`src/hw/fsg_pkg.sv`:
```
// Constants and types of the flash self-programming guard.
// Assumes one 40 MHz clock and an asynchronous active-low reset.
//
// How it works
// - Stores executed from the application region are ignored entirely.
// - Boot-loader code may store to any flash address, lock modes permitting.
// - Region sizes follow the boot size fuses; read-while-write boundary is fixed.
// - Operations on read-while-write pages do not stall the core.
// - Operations on no-read-while-write pages stall the core until done.
// - Boot-loader region always lies inside the no-read-while-write region.
// - Busy flag rises with each page erase or write and stays one until software re-enable after it ends.
// - Lock bits can only be programmed; only chip erase or reset restores them.
// - General lock modes never gate self-programming stores or loads.
// - Application lock mode 1 imposes no restriction.
// - Application lock mode 2 blocks stores, permits loads.
// - Application lock mode 3 blocks stores and loads from boot code.
// - Application lock mode 4 blocks only loads from boot code.
// - Application modes 3, 4 with boot vectors suppress interrupts in application.
// - Boot lock mode 1 imposes no restriction.
// - Boot lock mode 2 blocks stores, permits loads.
// - Boot lock mode 3 blocks stores and loads from application code.
// - Boot lock mode 4 blocks only loads from application code.
// - Boot modes 3, 4 with application vectors suppress interrupts in boot.
package fsg_pkg;
    // ======================================================================
    // Register map
    localparam logic [7:0] ADDR_CTRL = 8'h00;
    localparam logic [7:0] ADDR_LOCK = 8'h04;
    localparam logic [7:0] ADDR_STAT = 8'h08;
    localparam int CTRL_REEN_BIT = 0;
    localparam int STAT_BUSY_BIT = 0;
    localparam int STAT_ACTIVE_BIT = 1;
    localparam int STAT_STALL_BIT = 2;
    localparam int STAT_FUSE_LSB = 4;
    // ======================================================================
    // Lock bit positions; one means unprogrammed.
    localparam int LOCK_APP_LO = 0;
    localparam int LOCK_APP_UP = 1;
    localparam int LOCK_BOOT_LO = 2;
    localparam int LOCK_BOOT_UP = 3;
    localparam logic [3:0] LOCK_RESET = 4'hF;
    // ======================================================================
    // Store kinds
    localparam logic [1:0] KIND_BUF = 2'h0;
    localparam logic [1:0] KIND_ERASE = 2'h1;
    localparam logic [1:0] KIND_WRITE = 2'h2;
    localparam logic [1:0] KIND_LOCK = 2'h3;
    // ======================================================================
    // Sizes in words; address and data widths in bits
    localparam int FLASH_AW = 15;
    localparam int BOOT_UNIT_WORDS = 512;
    localparam int NOREAD_WORDS = 4096;
    localparam int DATA_W = 16;
    localparam logic [15:0] BLOCKED_VALUE = 16'hFFFF;
    typedef enum logic [0:0] {
        FSG_IDLE = 1'b0,
        FSG_OP = 1'b1
    } fsg_phase_t;
endpackage : fsg_pkg

```
`src/hw/fsg_guard.sv`:
```
// Flash self-programming guard: access checks, stall and busy flag.
// Assumes the core presents one store or load request per pulse on ref_clk,
// and the flash controller pulses op_done on ref_clk when an operation ends.
//
// Chosen here: the address map and the APB slave port.
`timescale 1ns/10ps
module fsg_guard #(
    parameter int AW = fsg_pkg::FLASH_AW,
    parameter int DW = fsg_pkg::DATA_W,
    parameter int BOOT_UNIT = fsg_pkg::BOOT_UNIT_WORDS,
    parameter int NOREAD_SIZE = fsg_pkg::NOREAD_WORDS
) (
    input wire logic ref_clk,
    input wire logic resetn,
    // APB slave
    input wire logic psel,
    input wire logic penable,
    input wire logic pwrite,
    input wire logic [7:0] paddr,
    input wire logic [31:0] pwdata,
    output logic [31:0] prdata,
    output logic pready,
    output logic pslverr,
    // Fuses and external programming
    input wire logic [1:0] boot_region_size_fuses,
    input wire logic chip_erase,
    input wire logic ext_lock_valid,
    input wire logic [3:0] ext_lock_data,
    // Core side
    input wire logic [AW-1:0] exec_pc,
    input wire logic vectors_in_boot,
    input wire logic store_req,
    input wire logic [1:0] store_kind,
    input wire logic [AW-1:0] store_addr,
    input wire logic [3:0] store_lock_data,
    input wire logic load_req,
    input wire logic [AW-1:0] load_addr,
    input wire logic [DW-1:0] flash_rdata,
    output logic store_done,
    output logic store_blocked,
    output logic load_done,
    output logic load_blocked,
    output logic [DW-1:0] load_data,
    output logic cpu_stall,
    output logic irq_suppress,
    // Flash controller side
    output logic op_start,
    output logic [1:0] op_kind,
    output logic [AW-1:0] op_addr,
    input wire logic op_done
);
    localparam int FLASH_WORDS = 1 << AW;
    localparam logic [AW:0] NOREAD_START = (AW + 1)'(FLASH_WORDS - NOREAD_SIZE);

    // Refuse sizes that would let the largest boot region leave the halting region,
    // or a load word wider than the fixed value returned for a blocked load.
    if (BOOT_UNIT * 8 > NOREAD_SIZE || NOREAD_SIZE > FLASH_WORDS || DW > 16) begin : g_bad_size
        $error("fsg_guard: boot region cannot fit inside no-read-while-write region");
    end

    // ======================================================================
    // State
    typedef struct packed {
        logic [1:0] fuse_s1;
        logic [1:0] fuse_s2;
        logic [3:0] lock;
        fsg_pkg::fsg_phase_t phase;
        logic noread;
        logic busy;
        logic st_done;
        logic st_blk;
        logic ld_done;
        logic ld_blk;
        logic [DW-1:0] ld_data;
        logic irq_sup;
        logic start;
        logic [1:0] kind;
        logic [AW-1:0] addr;
        logic [31:0] rdata;
        logic err;
    } fsg_state_t;

    fsg_state_t state_reg;
    fsg_state_t state_next;

    // ======================================================================
    // Region classification
    logic [AW:0] boot_words;
    logic [AW:0] boot_start;
    logic pc_boot;
    logic st_boot;
    logic ld_boot;
    logic st_noread;
    logic st_allow;
    logic ld_allow;
    logic wr_acc;
    logic rd_setup;
    logic mapped;

    always_comb begin
        // Fuse value 3 selects the smallest region, 0 the largest.
        boot_words = (AW + 1)'(BOOT_UNIT) << (2'h3 - state_reg.fuse_s2);
        boot_start = (AW + 1)'(FLASH_WORDS) - boot_words;
        pc_boot = {1'b0, exec_pc} >= boot_start;
        st_boot = {1'b0, store_addr} >= boot_start;
        ld_boot = {1'b0, load_addr} >= boot_start;
        st_noread = {1'b0, store_addr} >= NOREAD_START;
        // Lower bit programmed blocks stores in modes 2 and 3.
        if (st_boot) begin
            st_allow = state_reg.lock[fsg_pkg::LOCK_BOOT_LO];
        end else begin
            st_allow = state_reg.lock[fsg_pkg::LOCK_APP_LO];
        end
        // Page buffer fills and lock writes touch no flash page.
        if (store_kind == fsg_pkg::KIND_BUF || store_kind == fsg_pkg::KIND_LOCK) begin
            st_allow = 1'b1;
        end
        // Only boot code may store, and never during an operation.
        st_allow = st_allow && pc_boot && state_reg.phase == fsg_pkg::FSG_IDLE;
        // Upper bit programmed blocks cross-region loads in modes 3 and 4.
        ld_allow = 1'b1;
        if (!ld_boot && pc_boot && !state_reg.lock[fsg_pkg::LOCK_APP_UP]) begin
            ld_allow = 1'b0;
        end
        if (ld_boot && !pc_boot && !state_reg.lock[fsg_pkg::LOCK_BOOT_UP]) begin
            ld_allow = 1'b0;
        end
        wr_acc = psel && penable && pwrite;
        rd_setup = psel && !penable;
        mapped = paddr == fsg_pkg::ADDR_CTRL || paddr == fsg_pkg::ADDR_LOCK || paddr == fsg_pkg::ADDR_STAT;
    end

    // ======================================================================
    // Next state
    always_comb begin
        state_next = state_reg;
        state_next.fuse_s1 = boot_region_size_fuses;
        state_next.fuse_s2 = state_reg.fuse_s1;
        state_next.st_done = 1'b0;
        state_next.st_blk = 1'b0;
        state_next.ld_done = 1'b0;
        state_next.ld_blk = 1'b0;
        state_next.start = 1'b0;

        // Operation completion; the busy flag outlives it.
        if (state_reg.phase == fsg_pkg::FSG_OP && op_done) begin
            state_next.phase = fsg_pkg::FSG_IDLE;
            state_next.noread = 1'b0;
        end

        // Software re-enable clears busy only once the operation is over.
        if (wr_acc && paddr == fsg_pkg::ADDR_CTRL && pwdata[fsg_pkg::CTRL_REEN_BIT]
            && state_reg.phase == fsg_pkg::FSG_IDLE) begin
            state_next.busy = 1'b0;
        end

        // Lock bits: any writer may only program them.
        if (wr_acc && paddr == fsg_pkg::ADDR_LOCK) begin
            state_next.lock = state_next.lock & pwdata[3:0];
        end
        if (ext_lock_valid) begin
            state_next.lock = state_next.lock & ext_lock_data;
        end

        if (store_req) begin
            if (st_allow) begin
                state_next.st_done = 1'b1;
                if (store_kind == fsg_pkg::KIND_LOCK) begin
                    state_next.lock = state_next.lock & store_lock_data;
                end
                if (store_kind != fsg_pkg::KIND_LOCK) begin
                    state_next.start = 1'b1;
                    state_next.kind = store_kind;
                    state_next.addr = store_addr;
                end
                if (store_kind == fsg_pkg::KIND_ERASE || store_kind == fsg_pkg::KIND_WRITE) begin
                    state_next.phase = fsg_pkg::FSG_OP;
                    state_next.noread = st_noread;
                    // This set follows the re-enable above, so it wins when both fall in one cycle.
                    state_next.busy = 1'b1;
                end
            end else begin
                state_next.st_blk = 1'b1;
            end
        end

        if (chip_erase) begin
            state_next.lock = fsg_pkg::LOCK_RESET;
        end

        if (load_req) begin
            state_next.ld_done = 1'b1;
            state_next.ld_blk = !ld_allow;
            state_next.ld_data = ld_allow ? flash_rdata : fsg_pkg::BLOCKED_VALUE[DW-1:0];
        end

        state_next.irq_sup = (vectors_in_boot && !pc_boot && !state_reg.lock[fsg_pkg::LOCK_APP_UP])
            || (!vectors_in_boot && pc_boot && !state_reg.lock[fsg_pkg::LOCK_BOOT_UP]);

        // Read data is prepared in the setup phase and shown in the access phase.
        if (rd_setup) begin
            state_next.err = !mapped;
            state_next.rdata = 32'h0000_0000;
            case (paddr)
                fsg_pkg::ADDR_LOCK: begin
                    state_next.rdata[3:0] = state_reg.lock;
                end
                fsg_pkg::ADDR_STAT: begin
                    state_next.rdata[fsg_pkg::STAT_BUSY_BIT] = state_reg.busy;
                    state_next.rdata[fsg_pkg::STAT_ACTIVE_BIT] = state_reg.phase == fsg_pkg::FSG_OP;
                    state_next.rdata[fsg_pkg::STAT_STALL_BIT] = cpu_stall;
                    state_next.rdata[fsg_pkg::STAT_FUSE_LSB +: 2] = state_reg.fuse_s2;
                end
                default: begin
                    state_next.rdata = 32'h0000_0000;
                end
            endcase
        end
    end

    always_ff @(posedge ref_clk or negedge resetn) begin
        if (!resetn) begin
            state_reg <= '0;
            state_reg.fuse_s1 <= 2'h3;
            state_reg.fuse_s2 <= 2'h3;
            state_reg.lock <= fsg_pkg::LOCK_RESET;
            state_reg.phase <= fsg_pkg::FSG_IDLE;
        end else begin
            state_reg <= state_next;
        end
    end

    // ======================================================================
    // Outputs
    assign pready = 1'b1;
    assign pslverr = psel && penable && state_reg.err;
    assign prdata = state_reg.rdata;
    assign store_done = state_reg.st_done;
    assign store_blocked = state_reg.st_blk;
    assign load_done = state_reg.ld_done;
    assign load_blocked = state_reg.ld_blk;
    assign load_data = state_reg.ld_data;
    assign cpu_stall = state_reg.phase == fsg_pkg::FSG_OP && state_reg.noread;
    assign irq_suppress = state_reg.irq_sup;
    assign op_start = state_reg.start;
    assign op_kind = state_reg.kind;
    assign op_addr = state_reg.addr;
endmodule : fsg_guard

```
`config.mk`:
```
export PLATFORM = sky130hd
export DESIGN_NAME = fsg_guard
export DESIGN_NICKNAME = d
export VERILOG_FILES = /design/src/hw/fsg_pkg.sv /design/src/hw/fsg_guard.sv
export SDC_FILE = /design/constraint.sdc
export NUM_CORES = 1
export LEC_CHECK = 0
export ABC_AREA = 0
export BUFFER_PORTS_ARGS = -buffer_cell sky130_fd_sc_hd__buf_2
export CAP_MARGIN = 5
export CELL_PAD_IN_SITES_DETAIL_PLACEMENT = 2
export CELL_PAD_IN_SITES_GLOBAL_PLACEMENT = 2
export CORE_AREA = 4 4 135 105
export CTS_CLUSTER_SIZE = 20
export DETAILED_ROUTE_END_ITERATION = 12
export DIE_AREA = 0 0 139 109
export GPL_TIMING_DRIVEN = 0
export MAX_ROUTING_LAYER = met4
export PLACE_DENSITY = 0.92
export SETUP_SLACK_MARGIN = 0.3
export SYNTH_ARGS = -nofsm -noshare
export SYNTH_HDL_FRONTEND = slang
export SYNTH_SLANG_ARGS = --single-unit
```
`constraint.sdc`:
```
create_clock -name ref_clk -period 4.6 [get_ports ref_clk]
set_input_delay 0.23 -clock ref_clk [delete_from_list [all_inputs] [get_ports ref_clk]]
set_output_delay 0.23 -clock ref_clk [all_outputs]
set_load 0.05 [all_outputs]
```
==> impl_metrics.json <==
{
  "drc": 0,
  "finalCritPeriodShare_pct": 71.1,
  "power.share.switching_pct": 35.8,
  "via_per_inst": 4.17,
  "antenna_found_initial": 2,
  "nNetsFinal": 612,
  "crit_path_start_kind": "flop",
  "violations": "hold timing",
  "p_comb_share_pct": 36.6,
  "crit_path_end_kind": "flop",
  "required_ps": 4800,
  "fin_util_pct": 35.9,
  "critical_path_class": "flop to flop",
  "rsz0062_at_grt": "false",
  "synthCells": 307,
  "hold_violations": 23,
  "vias": 2717,
  "grt_pass1_vias": 3187,
  "fin_tns_setup_ps": 0,
  "largest_reg_flops": 16,
  "postSynthAreaPerCell_um2": 10.7,
  "max_cap_violations": 0,
  "die_x_um": 139,
  "worstMarginPinSlew_ps": 778,
  "slew_violations": 0,
  "yosys.area_share.simple_pct": 12.8,
  "fmax_mhz": 306,
  "hp-class": "primary input to async pin",
  "status": "finished with violations",
  "cts_setup_buffers": 0,
  "grt_first_pass_wirelength_um": 16400,
  "whs_ps": -28.2,
  "seq_area_frac_synth_pct": 43.9,
  "grt_max_degree": 58,
  "nFillCells": 1428,
  "drtAntennaViolNets": 0,
  "cts_buffer_depth": 2,
  "die_area_mm2": 0.0152,
  "grt_overflow_total": 0,
  "clkSlewWorstSetupHoldPaths_ps": 50,
  "ir_drop_mv": 0.226,
  "area_growth_pct": 40.2,
  "p_int_mw": 1.45,
  "synth_seq_cells": 57,
  "io_buffer_count": 124,
  "gp_congestion": 0.733,
  "fp-row-count": 36,
  "drtPass1Iterations": 4,
  "synth_compound_area_share_pct": 7.42,
  "clock_latency_ps": 330,
  "initial_utilization_pct": 25.6,
  "die_y_um": 109,
  "max_slew_margin_pct": 48.2,
  "io_pins": 198,
  "cts_root_buf": "clkbuf_16",
  "yosysUniqueCellTypes": 48,
  "drtIter0Drc": 93,
  "cts_resized": 0,
  "most-common-layout-cells": "124 x buf_2, 67 x buf_4, 49 x dfrtp_1",
  "p_sw_mw": 0.805,
  "synthMuxAreaShare_pct": 12.4,
  "dp_hpwl_um": 8340,
  "drive_gt1_share_pct": 50.0,
  "cp_max_fo": 10,
  "finalPower_mw": 2.25,
  "htreeDepth": 3,
  "synth_edf_count": 0,
  "wl_per_cell_um": 15.8,
  "power.density_mw_per_mm2": 490,
  "clkPwrFrac_pct": 34.1,
  "finalClockSkew_ps": 5.27,
  "cts_buffers": 9,
  "layout_min_cycle_time_ps": 3270,
  "setup_violations": 0,
  "wl_um": 10300,
  "cts_sinks": 57,
  "layout_commonest_cell": "buf_2",
  "worstSetupStartpoint": "state_reg[80]",
  "track_usage_pct": 14.3,
  "cp_data_arrival_time_ps": 3470,
  "ys_warn_count": 0,
  "synth_top_family_by_area": "buffers and inverters",
  "synth_xor_area_share_pct": 0,
  "ys.flop_type": "dfrtp_1",
  "seq_power_share_pct": 29.3,
  "worstReg2RegStart": "state_reg[80]",
  "synth-async-reset-ratio_pct": 100,
  "yosys.area_share.adder_pct": 6.04,
  "syn_area_mm2": 0.00327,
  "cts_tree": "done",
  "core_mm2": 0.0128,
  "leakage_nw": 2.44
}
-- repair_timing --
item | CTS | global route
setup endpoints to repair | 0 | 0
hold buffers | 2 | 0
hold endpoints to repair | 2 | 0
-- worst paths after layout --
kind	cells past startpoint	slack [ps]	to
max in group asynchronous	1	4100	load_done
min in group ref_clk	1	20	load_done
worst max-delay path	11	1330	load_data[8]
worst min-delay path	1	-30	op_addr[0]
worst max register to register	11	1330	load_data[8]
worst min register to register	0	350	state_reg[79]
-- cells in the mapped netlist, types with 4 or more instances --
library cell,number,share of area (%)
buf_4,66,15
dfrtp_1,49,37
nand2_1,25,2.9
mux2i_1,18,5.5
ha_1,15,5.7
nor2_1,13,1.5
inv_1,10,1.1
a21oi_1,9,1.4
a31oi_1,9,1.7
mux2_4,9,4.1
dfstp_2,8,6.4
mux2_2,8,2.8
nand3_1,8,1.2
nand2b_1,6,1.1
o21ai_0,6,0.92
and3_1,4,0.76
or3_1,4,0.76
-- worst max-delay path: stages (launching register included) --
cell	delay, ps
dfstp_2	570
nand2_1	140
ha_1	220
nand2_1	150
inv_1	130
ha_1	210
a31o_2	230
or2_2	280
a21oi_1	180
mux2i_1	590
buf_2	350
nand2_1	90
-- kinds of logic (layout without fill, tap and decap cells) --
logic type	after synthesis	count (layout)
other	2	33
DFF	57	57
and+or+nand+nor	78	78
muxes	35	35
adders and majority gates	16	16
buffers and inverters	81	223
AOI/OAI and AO/OA	38	38
-- power by group through the flow --
stage	Clock (mW)	Sequential [mW]	Combinational [mW]
2_1_floorplan	0	0.656	0.651
3_3_place_gp	0	0.657	0.807
3_5_place_dp	0	0.666	0.827
4_1_cts	0.795	0.660	0.832
5_1_grt	0.823	0.671	0.877
6_report	0.768	0.658	0.823
-- metrics by stage --
step | hold slack, ps | instance area (um2) | setup slack (ps) | cells
4_1_cts | 2.40 | 4580 | 1240 | 649
3_3_place_gp | 337 | 4220 | 1350 | 631
3_5_place_dp | 339 | 4220 | 1250 | 631
6_report | -28.2 | 4590 | 1330 | 651
2_1_floorplan | -65.6 | 3380 | 1880 | 336
5_1_grt | 5.78 | 4590 | 970 | 651
-- layout make-up --
class / instances / area, um2 / area share (%)
clock buffer: 11 / 243 / 5.29
sequential: 57 / 1440 / 31.3
multi-input combinational: 198 / 1380 / 30.1
clock inverter: 5 / 103 / 2.24
timing repair buffer: 126 / 643 / 14.0
tap: 171 / 214 / 4.66
inverter: 10 / 37.5 / 0.818
buffer: 71 / 527 / 11.5
antenna: 2 / 5.00 / 0.109
-- layer usage --
metal / vias to the layer above / routed length, um / track usage, % / share of wire, %
met1: 1338 / 4180 / 15.4 / 41
met3: 2 / 662 / 5.52 / 6.4
met5: - / 0 / - / 0
met2: 81 / 5380 / 25.2 / 52
met4: 0 / 61 / 3.56 / 0.59
li1: 1296 / - / - / -
(Power assumes the default switching activity.)
